--- config.mk ---
export PLATFORM = sky130hd
export DESIGN_NAME = rps_top
export DESIGN_NICKNAME = d
export VERILOG_FILES = /design/src/rps_pkg.sv /design/src/rps_top.sv /design/src/rps_out_mux.sv
export VERILOG_INCLUDE_DIRS = /design/src
export SDC_FILE = /design/constraint.sdc
export NUM_CORES = 1
export LEC_CHECK = 0
export BUFFER_PORTS_ARGS = -buffer_cell sky130_fd_sc_hd__buf_2
export CORE_UTILIZATION = 26
export CTS_CLUSTER_SIZE = 20
export DETAILED_ROUTE_END_ITERATION = 12
export SLEW_MARGIN = 20
export SYNTH_ARGS = -nofsm -noshare
export SYNTH_HDL_FRONTEND = slang
export SYNTH_HIERARCHICAL = 1
export SYNTH_SLANG_ARGS = --single-unit
export TNS_END_PERCENT = 1
--- constraint.sdc ---
create_clock -name clk -period 4.5 [get_ports clk]
set_input_delay 0.225 -clock clk [delete_from_list [all_inputs] [get_ports clk]]
set_output_delay 0.225 -clock clk [all_outputs]
set_load 0.05 [all_outputs]
--- src/rps_defs.svh ---
// Offsets, field positions, masks and codes of the pin-select block.
// Assumes inclusion by bare name from the package and the top module.
`ifndef RPS_DEFS_SVH
`define RPS_DEFS_SVH

// Register word indices on the bus
`define RPS_IDX_DTC1      4'h0
`define RPS_IDX_DTC23     4'h1
`define RPS_IDX_OUT0      4'h2
`define RPS_IDX_OUT5      4'h7
`define RPS_REG_COUNT     8

// Implemented bits of each register
`define RPS_MASK_DTC1     16'h7F00
`define RPS_MASK_DTC23    16'h7F7F
`define RPS_MASK_OUT      16'h3F3F
`define RPS_RESET_VALUE   16'h0000

// Field positions
`define RPS_IN_HI_MSB     14
`define RPS_IN_HI_LSB     8
`define RPS_IN_LO_MSB     6
`define RPS_OUT_HI_MSB    13
`define RPS_OUT_HI_LSB    8
`define RPS_OUT_LO_MSB    5

// Input selector codes
`define RPS_CODE_GROUND   7'h00
`define RPS_CODE_COMP1    7'h01
`define RPS_CODE_PIN_MAX  7'h79
`define RPS_IN_PIN_COUNT  122

// Output pins and peripheral functions
`define RPS_OUT_PINS      12
`define RPS_FUNC_COUNT    64
`define RPS_FUNC_NONE     6'h00

`endif

--- src/rps_pkg.sv ---
// Types shared by the pin-select block.
// Assumes rps_defs.svh is on the include path.
`include "rps_defs.svh"

package rps_pkg;
  typedef logic [6:0]  rps_in_code_t;
  typedef logic [5:0]  rps_func_t;
  typedef logic [15:0] rps_word_t;

  typedef struct packed {
    logic en;
    logic level;
  } rps_outpin_s;
endpackage

--- src/rps_top.sv ---
// Peripheral pin-select slice: dead-time inputs and twelve output pins.
// Assumes an Avalon-MM master on clk; word-addressed, 16 bits in use.
`timescale 1ns/10ps
`default_nettype none
`include "rps_defs.svh"

module rps_top
  import rps_pkg::*;
#(
  parameter int IN_PINS = `RPS_IN_PIN_COUNT,
  parameter int FUNCS   = `RPS_FUNC_COUNT
)
(
  input  wire logic                       clk,
  input  wire logic                       reset,
  input  wire logic [3:0]                 avs_address,
  input  wire logic                       avs_read,
  input  wire logic                       avs_write,
  input  wire logic [31:0]                avs_writedata,
  input  wire logic [3:0]                 avs_byteenable,
  output var  logic [31:0]                avs_readdata,
  output logic                            avs_waitrequest,
  input  wire logic [IN_PINS-1:0]         remappable_pin_in,
  input  wire logic                       comparator_one_output,
  output var  logic [2:0]                 deadtime_comp_in,
  input  wire logic [FUNCS-1:0]           periph_func,
  output var  rps_outpin_s [`RPS_OUT_PINS-1:0] pin_drive
);

  // ------------------------------------------------------------
  // Register storage
  // ------------------------------------------------------------
  localparam int NREG = `RPS_REG_COUNT;

  rps_word_t    sel_r [NREG];
  rps_word_t    mask  [NREG];
  logic         ack_r;
  logic         req;
  logic         mapped;
  logic         wr_take;
  logic [2:0]   widx;
  rps_word_t    wr_word;

  always_comb
  begin
    mask[0] = `RPS_MASK_DTC1;
    mask[1] = `RPS_MASK_DTC23;
    for (int i = 2; i < NREG; i++)
    begin
      mask[i] = `RPS_MASK_OUT;
    end
  end

  // ------------------------------------------------------------
  // Avalon slave: one wait state per access
  // ------------------------------------------------------------
  assign req             = avs_read | avs_write;
  assign avs_waitrequest = req & ~ack_r;
  assign mapped          = (avs_address <= `RPS_IDX_OUT5);
  assign wr_take         = avs_write & ack_r & mapped;
  assign widx            = avs_address[2:0];

  always_ff @(posedge clk or posedge reset)
  begin
    if (reset)
    begin
      ack_r <= 1'b0;
    end
    else
    begin
      ack_r <= req & ~ack_r;
    end
  end

  // Byte lanes above bit 15 have no storage
  always_comb
  begin
    wr_word = sel_r[widx];
    if (avs_byteenable[0])
    begin
      wr_word[7:0] = avs_writedata[7:0];
    end
    if (avs_byteenable[1])
    begin
      wr_word[15:8] = avs_writedata[15:8];
    end
    wr_word = wr_word & mask[widx];
  end

  always_ff @(posedge clk or posedge reset)
  begin
    if (reset)
    begin
      for (int i = 0; i < NREG; i++)
      begin
        sel_r[i] <= `RPS_RESET_VALUE;
      end
    end
    else if (wr_take)
    begin
      sel_r[widx] <= wr_word;
    end
  end

  // Read data captured in the wait cycle, stands while ack is high
  always_ff @(posedge clk or posedge reset)
  begin
    if (reset)
    begin
      avs_readdata <= '0;
    end
    else if (avs_read & ~ack_r)
    begin
      if (mapped)
      begin
        avs_readdata <= {16'h0000, sel_r[widx] & mask[widx]};
      end
      else
      begin
        avs_readdata <= '0;
      end
    end
  end

  // ------------------------------------------------------------
  // Input routing to the dead-time compensation inputs
  // ------------------------------------------------------------
  rps_in_code_t in_code [3];

  assign in_code[0] =
    sel_r[0][`RPS_IN_HI_MSB:`RPS_IN_HI_LSB];
  assign in_code[1] = sel_r[1][`RPS_IN_LO_MSB:0];
  assign in_code[2] =
    sel_r[1][`RPS_IN_HI_MSB:`RPS_IN_HI_LSB];

  function automatic logic in_route(
    input rps_in_code_t         code,
    input logic [IN_PINS-1:0]   pins,
    input logic                 cmp
  );
    logic r;
    r = 1'b0;
    if (code == `RPS_CODE_GROUND)
    begin
      r = 1'b0;
    end
    else if (code == `RPS_CODE_COMP1)
    begin
      r = cmp;
    end
    else if (code <= `RPS_CODE_PIN_MAX)
    begin
      r = pins[code];
    end
    return r;
  endfunction

  always_ff @(posedge clk or posedge reset)
  begin
    if (reset)
    begin
      deadtime_comp_in <= '0;
    end
    else
    begin
      for (int k = 0; k < 3; k++)
      begin
        deadtime_comp_in[k] <= in_route(in_code[k], remappable_pin_in,
                                        comparator_one_output);
      end
    end
  end

  // ------------------------------------------------------------
  // Output routing: pins 20,35..43,54,55 in ascending order
  // ------------------------------------------------------------
  genvar g;
  generate
    for (g = 0; g < `RPS_OUT_PINS; g++)
    begin : g_out
      rps_func_t fsel;
      // Even index lower field, odd index upper field
      if (g % 2 == 0)
      begin : g_lo
        assign fsel =
          sel_r[2 + g/2][`RPS_OUT_LO_MSB:0];
      end
      else
      begin : g_hi
        assign fsel = sel_r[2 + g/2]
          [`RPS_OUT_HI_MSB:`RPS_OUT_HI_LSB];
      end
      // Registers 5..7 map pins 40..43 and 54,55
      rps_out_mux #(.FUNCS(FUNCS)) u_mux (
        .clk         (clk),
        .reset       (reset),
        .func_sel    (fsel),
        .periph_func (periph_func),
        .pin_drive   (pin_drive[g])
      );
    end
  endgenerate

  logic [5:0] fn35;
  logic [5:0] fn20;
  logic [5:0] fn55;
  assign fn35 = sel_r[2][`RPS_OUT_HI_MSB:`RPS_OUT_HI_LSB];
  assign fn20 = sel_r[2][`RPS_OUT_LO_MSB:0];
  assign fn55 = sel_r[7][`RPS_OUT_HI_MSB:`RPS_OUT_HI_LSB];
endmodule // rps_top

`default_nettype wire

--- src/rps_out_mux.sv ---
// One remappable output pin: routes a peripheral function to the pin.
// Assumes function number zero leaves the pin to its port latch.
`timescale 1ns/10ps
`default_nettype none
`include "rps_defs.svh"

module rps_out_mux
  import rps_pkg::*;
#(
  parameter int FUNCS = `RPS_FUNC_COUNT
)
(
  input  wire logic              clk,
  input  wire logic              reset,
  input  wire rps_func_t         func_sel,
  input  wire logic [FUNCS-1:0]  periph_func,
  output var  rps_outpin_s       pin_drive
);

  always_ff @(posedge clk or posedge reset)
  begin
    if (reset)
    begin
      pin_drive <= '0;
    end
    else
    begin
      pin_drive.en    <= (func_sel != `RPS_FUNC_NONE);
      pin_drive.level <= (func_sel != `RPS_FUNC_NONE) &
                         periph_func[func_sel];
    end
  end

endmodule // rps_out_mux

`default_nettype wire

==> impl_metrics.env, run 1 <==
export IMPL_dp_hpwl_mm=50.7
export IMPL_synth_most_common_cell="mux2i_1"
export IMPL_ys_warn_count=6
export IMPL_holdPathEnd="ack_r"
export IMPL_firstDrtPassIters=6
export IMPL_hold_start="avs_read"
export IMPL_grt_overflow=0
export IMPL_ys_ff_latch=148
export IMPL_wl_per_cell_um=28.0
export IMPL_grtUsageTotal_pct=20.7
export IMPL_finalPower_mw=7.10
export IMPL_start_kind="flip-flop"
export IMPL_period_share_pct=62.1
export IMPL_fin_area_um2=19400
export IMPL_fp_row_count=94
export IMPL_report_final_slew_viol_count=0
export IMPL_use_met3_pct=6.15
export IMPL_reg2reg_from="in_code[7]"
export IMPL_critPathCaptureType="flip-flop"
export IMPL_grt_pass1_vias=15300
export IMPL_final_cells=2551
export IMPL_synthFlopType="dfrtp_1"
export IMPL_clock_tree_root_cell="clkbuf_16"
export IMPL_grtUsageMet2_pct=31.5
export IMPL_drc=0
export IMPL_crit_arrival_ps=3110
export IMPL_reg2reg_slack_ps=1710
export IMPL_design_die_area_um2=67300
export IMPL_antenna_found_initial=3
export IMPL_yosysTopAreaCellShare_pct=21.5
export IMPL_status="finished, final reports clean"
export IMPL_r2r_end="deadtime_comp_in[1]"
export IMPL_fin_crit_ps=2790
export IMPL_setup_viol=0
export IMPL_syn_inst=1525
export IMPL_vias=15900
export IMPL_tritoncts="yes"
export IMPL_dp_cells=2514
export IMPL_numCtsBuffers=17
export IMPL_synth_edf_count=0
export IMPL_postCtsSetupBuffers=0
export IMPL_viasPerCell=6.22
export IMPL_io_pins=291
export IMPL_nets=1901
export IMPL_hold_viol=0
export IMPL_first_iter_violations=1565
export IMPL_cap_viol_max_count=0
export IMPL_die_x_um=259
export IMPL_area_growth_pct=12.6
export IMPL_min_path_type="in2reg"
export IMPL_synth_area_per_cell_um2=11.3
export IMPL_clockBufferDepth=2
export IMPL_busiest_layer="met2"
export IMPL_clock_latency_ps=450
export IMPL_leakage_nw=7.20
export IMPL_grt_max_degree=54
export IMPL_vdd_drop_max_mv=0.275
export IMPL_rsz0062_at_grt="false"
export IMPL_clk_pin_slew_ps=70
export IMPL_gr_usage_met1_pct=27.4
export IMPL_synthTopCellsByCount="mux2i_1, dfrtp_1, mux4_2"
export IMPL_layout_drive_gt1_share_pct=34.0
export IMPL_required_ps=4820
export IMPL_finClkSkew_ps=18.2
export IMPL_clock_fmax_mhz=358
export IMPL_synth_area_leaders="dfrtp_1, mux4_2, mux4_1"
export IMPL_reg2reg_depth=5
export IMPL_cts_max_level=4
export IMPL_coreArea_um2=65600
export IMPL_die_y_um=259
export IMPL_io_buffers=252
export IMPL_yosysSeqAreaShare_pct=21.5
export IMPL_place_congestion=0.996
export IMPL_power_density_nw_per_um2=366
export IMPL_ant_nets=0
export IMPL_async_flop_share_pct=100
export IMPL_synth_largest_area_cell="dfrtp_1"
export IMPL_tightest_slew_ps=1110
export IMPL_cts_num_sinks=148
export IMPL_netlist_area_um2=17200
export IMPL_setup_tns_ps=0
export IMPL_place_area_um2=18800
export IMPL_slew_headroom_pct=25.7
export IMPL_drt_wl_total_mm=71.5
export IMPL_critPathKind="reg2reg"
export IMPL_crit_path_max_fanout=21
export IMPL_hold_depth=3
export IMPL_initial_core_util_pct=26.2
export IMPL_grt_pass1_wl_mm=103
export IMPL_synth_cell_type_count=54
sequential cells by signal, indices dropped and copies added (netlist names), 3 cells and up:
register / count
fn35: 6
fn20: 6
g_out.u_mux/pin_drive: 24
deadtime_comp_in: 3
fn55: 6
g_out.fsel: 54
sel_r: 13
in_code: 21
avs_readdata: 14
per-layer routing:
layer	wire length [um]	vias to the layer above
li1	-	6560
met1	28300	7907
met2	31400	1219
met3	8970	191
met4	2820	2
met5	10	-
critical path, cell delays in order (launching register included):
cell     delay (ps)
dfrtp_2         760
buf_4           400
mux4_2          590
mux4_2          550
a32oi_1         210
a22oi_1         130
cells in the final DEF (no fill, tap or decap), types with 11 or more instances in the layout:
master,n
nand3_1,42
buf_4,24
nand2_1,86
nor2b_1,84
o21ai_0,28
mux4_2,133
clkbuf_16,17
a311oi_1,24
o22ai_1,14
or4_1,13
dfrtp_1,139
a211oi_1,44
mux2_2,109
nand3b_1,19
nor3_1,35
inv_1,35
o221ai_1,11
nand2b_1,16
nor2_1,51
mux4_1,84
conb_1,18
o211ai_1,15
mux2i_1,153
o31ai_1,21
buf_2,252
o311ai_0,11
or3_1,15
a2111oi_0,31
where the power goes:
group / leakage (nW) / internal, mW / switching (mW)
clock: 0.275 / 0.720 / 0.678
sequential: 1.95 / 1.58 / 0.741
combinational: 4.97 / 1.52 / 1.86
total: 7.20 / 3.82 / 3.28
worst max path at each step:
| stage | startpoint | endpoint | slack [ps] | depth (start not counted) |
|---|---|---|---|---|
| after floorplan | reset | ack_r | 980 | 1 |
| after global placement | in_code[7] | deadtime_comp_in[1] | 1720 | 5 |
| after detailed placement | in_code[15] | deadtime_comp_in[0] | 1700 | 6 |
| after CTS | in_code[15] | deadtime_comp_in[0] | 1680 | 6 |
| after global routing | in_code[7] | deadtime_comp_in[1] | 1610 | 5 |
| final | in_code[7] | deadtime_comp_in[1] | 1710 | 5 |
cells by family after synthesis:
group                  count (synthesis)  synth area share (%)
AOI/OAI and AO/OA                    263                  11.7
buffers and inverters                204                  6.70
DFF                                  148                  21.5
muxes                                479                  46.2
other                                  1                0.0218
and+or+nand+nor                      430                  13.9
cell type report:
| type | instances | area (um^2) |
|---|---|---|
| clock inverter | 15 | 121 |
| multi-input combinational | 1190 | 12500 |
| sequential | 148 | 3710 |
| tap | 864 | 1080 |
| timing repair buffer | 277 | 1450 |
| clock buffer | 17 | 425 |
| fill | 6747 | 46200 |
| inverter | 36 | 138 |
| antenna | 4 | 10.0 |
metrics by stage:
step	hold WS (ps)	setup WS, ps	utilization, %
3_3_place_gp	328	1720	28.7
4_1_cts	54.4	1680	29.5
2_1_floorplan	-33.8	976	-
6_report	66.9	1710	29.6
5_1_grt	75.7	1610	29.5
3_5_place_dp	333	1700	28.7
timing repair:
item | in CTS | in global routing
gates resized for setup | 0 | 0
hold buffers | 1 | 0
hold endpoints to repair | 24 | 0
No activity file was read; power rests on OpenSTA's default activity.
==> inputs of run 2 (changes only) <==
- clock period: 4.5 -> 2.2 ns (I/O delays scaled with it)
==> run 2 against run 1 <==
Register-to-register slack got worse by 1700 ps. Cell count rose by 6.2%. Clock power increased by 110%. Sequential share of layout area down 1.3 points. Non-clock buffer count increased by 159. Design area increased by 7.5%. Flip-flop and latch count unchanged. Combinational power grew to 2.6 times the previous value. Clock-buffer cell count up 4. Sequential power increased by 63%. Global-route usage grew 1.8 points. Critical path type unchanged.
==> impl_metrics.env, run 2 (synthesis results as in run 1) <==
export IMPL_final_common_cell="buf_2"
export IMPL_io_buffers=252
export IMPL_grt_pass1_vias=16300
export IMPL_grtUsageTotal_pct=22.5
export IMPL_die_y_um=259
export IMPL_setup_slack_ps=49.3
export IMPL_crit_path_max_fanout=19
export IMPL_ant_nets=0
export IMPL_die_x_um=259
export IMPL_period_share_pct=97.8
export IMPL_dp_hpwl_mm=55.2
export IMPL_antenna_found_initial=4
export IMPL_design_die_area_um2=67300
export IMPL_place_area_um2=20200
export IMPL_clk_pin_slew_ps=70
export IMPL_slew_headroom_pct=33.2
export IMPL_path_delay_family="multiplexers"
export IMPL_rsz0062_at_grt="false"
export IMPL_start_kind="flip-flop"
export IMPL_nets=2060
export IMPL_clock_tree_root_cell="clkbuf_16"
export IMPL_required_ps=2500
export IMPL_cts_max_level=4
export IMPL_drt_wl_total_mm=77.5
export IMPL_vdd_drop_max_mv=0.759
export IMPL_hold_viol=0
export IMPL_most_common_layout_cells="buf_2, buf_4, mux2i_1"
export IMPL_viasPerCell=6.17
export IMPL_vias=16700
export IMPL_tightest_slew_ps=974
export IMPL_postCtsSetupBuffers=0
export IMPL_fin_area_um2=20900
export IMPL_cts_num_sinks=148
export IMPL_cap_viol_max_count=0
export IMPL_grt_overflow=0
export IMPL_drc=0
export IMPL_crit_chain="buf_12 > mux4_2 > mux4_2 > a31oi_1 > a22oi_1"
export IMPL_grt_max_degree=71
export IMPL_min_path_type="in2reg"
export IMPL_critPathKind="reg2reg"
export IMPL_numCtsBuffers=17
export IMPL_grt_pass1_wl_mm=111
export IMPL_firstDrtPassIters=6
export IMPL_dp_slack_ps=-5.36
export IMPL_critPathCaptureType="flip-flop"
export IMPL_crit_arrival_ps=2450
export IMPL_finalPower_mw=15.6
export IMPL_power_density_nw_per_um2=746
export IMPL_wl_per_cell_um=28.6
export IMPL_initial_core_util_pct=26.2
export IMPL_tritoncts="yes"
export IMPL_layout_drive_gt1_share_pct=39.5
export IMPL_first_iter_violations=2315
export IMPL_fp_row_count=94
export IMPL_setup_tns_ps=0
export IMPL_area_growth_pct=21.0
export IMPL_fin_crit_ps=2150
export IMPL_clock_latency_ps=450
export IMPL_clock_fmax_mhz=465
export IMPL_io_pins=291
export IMPL_finClkSkew_ps=27.2
export IMPL_whs_ps=131
export IMPL_status="finished, final reports clean"
export IMPL_slowest_delay_ps=550
export IMPL_largest_reg_flops=54
export IMPL_leakage_nw=8.04
export IMPL_fillCellCount=6650
export IMPL_clockBufferDepth=2
export IMPL_crit_top_cell="mux4_2"
export IMPL_setup_viol=0
export IMPL_place_congestion=0.942
export IMPL_crit_buf_inv=1
export IMPL_coreArea_um2=65600
export IMPL_report_final_slew_viol_count=0
export IMPL_critical_path_slowest_cell="mux4_2"
-- run 2: cell count changes in the layout (fill, tap and decap cells not counted), sizes merged --
cell / delta
buf: +154
bufinv: +2
clkbuf: +4
clkinv: -6
clkinvlp: +5
dlygate4sd3: +5
inv: -5
-- run 2: final cells by class --
type	instances	area, um^2	area share, %
Multi-Input combinational cell	1190	12500	59.7
Timing Repair Buffer	436	2880	13.8
Sequential cell	148	3720	17.8
Antenna cell	4	10.0	0.0480
Inverter	36	139	0.666
Clock buffer	21	440	2.11
Tap cell	864	1080	5.18
Clock inverter	11	129	0.618
-- run 2: worst paths after layout --
kind | start | to | slack (ps) | cells after the start
min in group asynchronous | reset | g_out[4].u_mux/pin_drive[1] | 260 | 3
worst min register to register | avs_readdata[8] | avs_readdata[8] | 470 | 2
worst min-delay path | avs_writedata[14] | in_code[20] | 130 | 4
max in group asynchronous | reset | in_code[14] | 1090 | 4
worst max register to register | in_code[7] | deadtime_comp_in[1] | 50 | 5
worst max-delay path | in_code[7] | deadtime_comp_in[1] | 50 | 5
-- run 2: worst reg2reg max path: stages, from the launching register on --
cell and delay, ps:
dfrtp_2 400, buf_12 200, mux4_2 540, mux4_2 550, a31oi_1 210, a22oi_1 130
-- run 2: metal layers --
layer / wire length, um / vias up / GRT usage (%)
li1: - / 6861 / -
met1: 29700 / 8286 / 29.6
met2: 34300 / 1345 / 34.1
met3: 10500 / 225 / 7.50
met4: 3070 / 4 / 8.10
met5: 48 / - / 0
-- run 2: what timing repair did --
action | in CTS | in global routing
gates resized for setup | 0 | 9
endpoints found under the setup margin | 0 | 17
hold buffers | 6 | 0
hold endpoints to repair | 40 | 0
-- run 2: per-stage QoR --
step	util (%)	instances
after floorplan	-	1542
after global placement	30.8	2668
after detailed placement	30.8	2668
after CTS	31.7	2706
after global routing	31.8	2707
final	31.8	2710
-- run 2: power breakdown --
part           internal, mW  switching (mW)  total [mW]
combinational          3.76            5.07        8.84
sequential             3.26           0.522        3.78
clock                  1.68            1.27        2.95
==> inputs of run 3 (changes only) <==
- RECOVER_POWER: not set -> 25
==> run 3 against run 2 <==
Core utilization barely moved. Clock-buffer cell count unchanged. Design area down 0.12%. Worst setup slack better by 1.1 ps. Critical path type unchanged. Highest routed layer unchanged.
==> impl_metrics.env, run 3 (synthesis results as in run 1) <==
export IMPL_design_die_area_um2=67300
export IMPL_drc=0
export IMPL_tightest_slew_ps=1070
export IMPL_clockBufferDepth=2
export IMPL_crit_path_max_fanout=19
export IMPL_final_common_cell="buf_2"
export IMPL_power_density_nw_per_um2=746
export IMPL_firstDrtPassIters=6
export IMPL_r2r_end="g_out[4].u_mux/pin_drive[0]"
export IMPL_io_pins=291
export IMPL_ant_nets=0
export IMPL_fin_crit_ps=2150
export IMPL_p_clk_share_pct=19.0
export IMPL_dp_hpwl_mm=55.2
export IMPL_grtUsageTotal_pct=22.5
export IMPL_reg2reg_from="g_out[4].fsel[0]"
export IMPL_rsz0062_at_grt="false"
export IMPL_place_congestion=0.942
export IMPL_holdPathEnd="in_code[20]"
export IMPL_hold_start="avs_writedata[14]"
export IMPL_clock_tree_root_cell="clkbuf_16"
export IMPL_vias=16800
export IMPL_min_path_type="in2reg"
export IMPL_slew_headroom_pct=28.7
export IMPL_reg2reg_slack_ps=50
export IMPL_initial_core_util_pct=26.2
export IMPL_status="finished, final reports clean"
export IMPL_finalCoreUtilization_pct=31.7
export IMPL_hold_viol=0
export IMPL_die_y_um=259
export IMPL_leakage_nw=7.98
export IMPL_setup_slack_ps=50.4
export IMPL_cap_viol_max_count=0
export IMPL_required_ps=2520
export IMPL_place_area_um2=20200
export IMPL_finalPower_mw=15.5
export IMPL_coreArea_um2=65600
export IMPL_hold_depth=4
export IMPL_start_kind="flip-flop"
export IMPL_tritoncts="yes"
export IMPL_antenna_found_initial=4
export IMPL_finClkSkew_ps=26.2
export IMPL_clock_latency_ps=450
export IMPL_fin_area_um2=20800
export IMPL_grt_overflow=0
export IMPL_drt_wl_total_mm=77.7
export IMPL_most_common_layout_cells="buf_2, buf_4, mux2i_1"
export IMPL_cts_num_sinks=148
export IMPL_power_frac_seq_pct=24.3
export IMPL_die_x_um=259
export IMPL_grt_max_degree=71
export IMPL_numCtsBuffers=17
export IMPL_startpoint="g_out[4].fsel[0]"
export IMPL_period_share_pct=97.7
export IMPL_clk_pin_slew_ps=80
export IMPL_viasPerCell=6.21
export IMPL_report_final_slew_viol_count=0
export IMPL_io_buffers=252
export IMPL_switching_share_pct=44.3
export IMPL_internal_power_mw=8.66
export IMPL_layout_drive_gt1_share_pct=38.5
export IMPL_clock_fmax_mhz=465
export IMPL_wl_per_cell_um=28.7
export IMPL_setup_viol=0
export IMPL_largest_reg_flops=54
export IMPL_grt_pass1_wl_mm=111
export IMPL_cts_max_level=4
export IMPL_grt_pass1_vias=16300
export IMPL_area_growth_pct=20.9
export IMPL_postCtsSetupBuffers=0
export IMPL_final_cells=2711
export IMPL_power_frac_comb_pct=56.6
export IMPL_first_iter_violations=2297
export IMPL_nets=2060
export IMPL_reg2reg_depth=5
export IMPL_fp_row_count=94
export IMPL_whs_ps=133
export IMPL_crit_arrival_ps=2470
export IMPL_critPathKind="reg2reg"
export IMPL_setup_tns_ps=0
export IMPL_critPathCaptureType="flip-flop"
export IMPL_dp_slack_ps=-5.36
export IMPL_dp_cells=2668
export IMPL_p_switching_mw=6.88
export IMPL_vdd_drop_max_mv=0.726
[run 3: cell count changes in the layout (fill, tap and decap cells not counted), sizes merged]
cell / previous run / this run
buf: 430 / 411
clkbuf: 21 / 40
diode: 4 / 5
[run 3: area by class of cell]
type / count / area (um^2)
clock inverters: 11 / 129
repair buffers: 436 / 2860
inverters: 36 / 136
flip-flops and latches: 148 / 3720
clock buffers: 21 / 440
multi-input cells: 1190 / 12500
diodes: 5 / 12.5
fillers: 6653 / 44800
well taps: 864 / 1080
[run 3: timing repair]
| action | 4_1_cts | 5_1_grt |
|---|---|---|
| hold buffers | 6 | 0 |
| endpoints found under the hold margin | 40 | 0 |
| setup endpoints to repair | 0 | 17 |
| resized for setup | 0 | 9 |
[run 3: per-layer routing]
| layer | track usage, % | vias up | share of wire (%) |
|---|---|---|---|
| met4 | 8.10 | 6 | 4.3 |
| li1 | - | 6861 | - |
| met1 | 29.6 | 8316 | 38 |
| met2 | 34.1 | 1421 | 44 |
| met5 | 0 | - | 0.21 |
| met3 | 7.50 | 244 | 14 |
[run 3: worst max-delay path by stage]
| stage | slack, ps | end | cells past startpoint |
|---|---|---|---|
| final | 50 | g_out[4].u_mux/pin_drive[0] | 5 |
| after global routing | 6 | deadtime_comp_in[0] | 8 |
| after CTS | 10 | g_out[0].u_mux/pin_drive[0] | 6 |
| after detailed placement | -5 | g_out[8].fsel[3] | 8 |
| after global placement | 40 | g_out[2].fsel[0] | 6 |
| after floorplan | 240 | g_out[10].fsel[0] | 8 |
[run 3: power groups by stage]
| stage | clock network (mW) | registers, mW | logic (mW) |
|---|---|---|---|
| floorplan | 0 | 4.52 | 4.92 |
| global placement | 0 | 3.84 | 8.52 |
| detailed placement | 0 | 3.83 | 8.61 |
| CTS | 2.99 | 3.79 | 8.66 |
| global route | 3.12 | 3.86 | 9.21 |
| finish | 2.95 | 3.78 | 8.80 |
[run 3: critical path: stages, from the launching register on]
cell     delay [ps]
dfrtp_1         400
buf_12          170
or3_1           510
or4_1           510
and4b_1         200
a32o_1          240
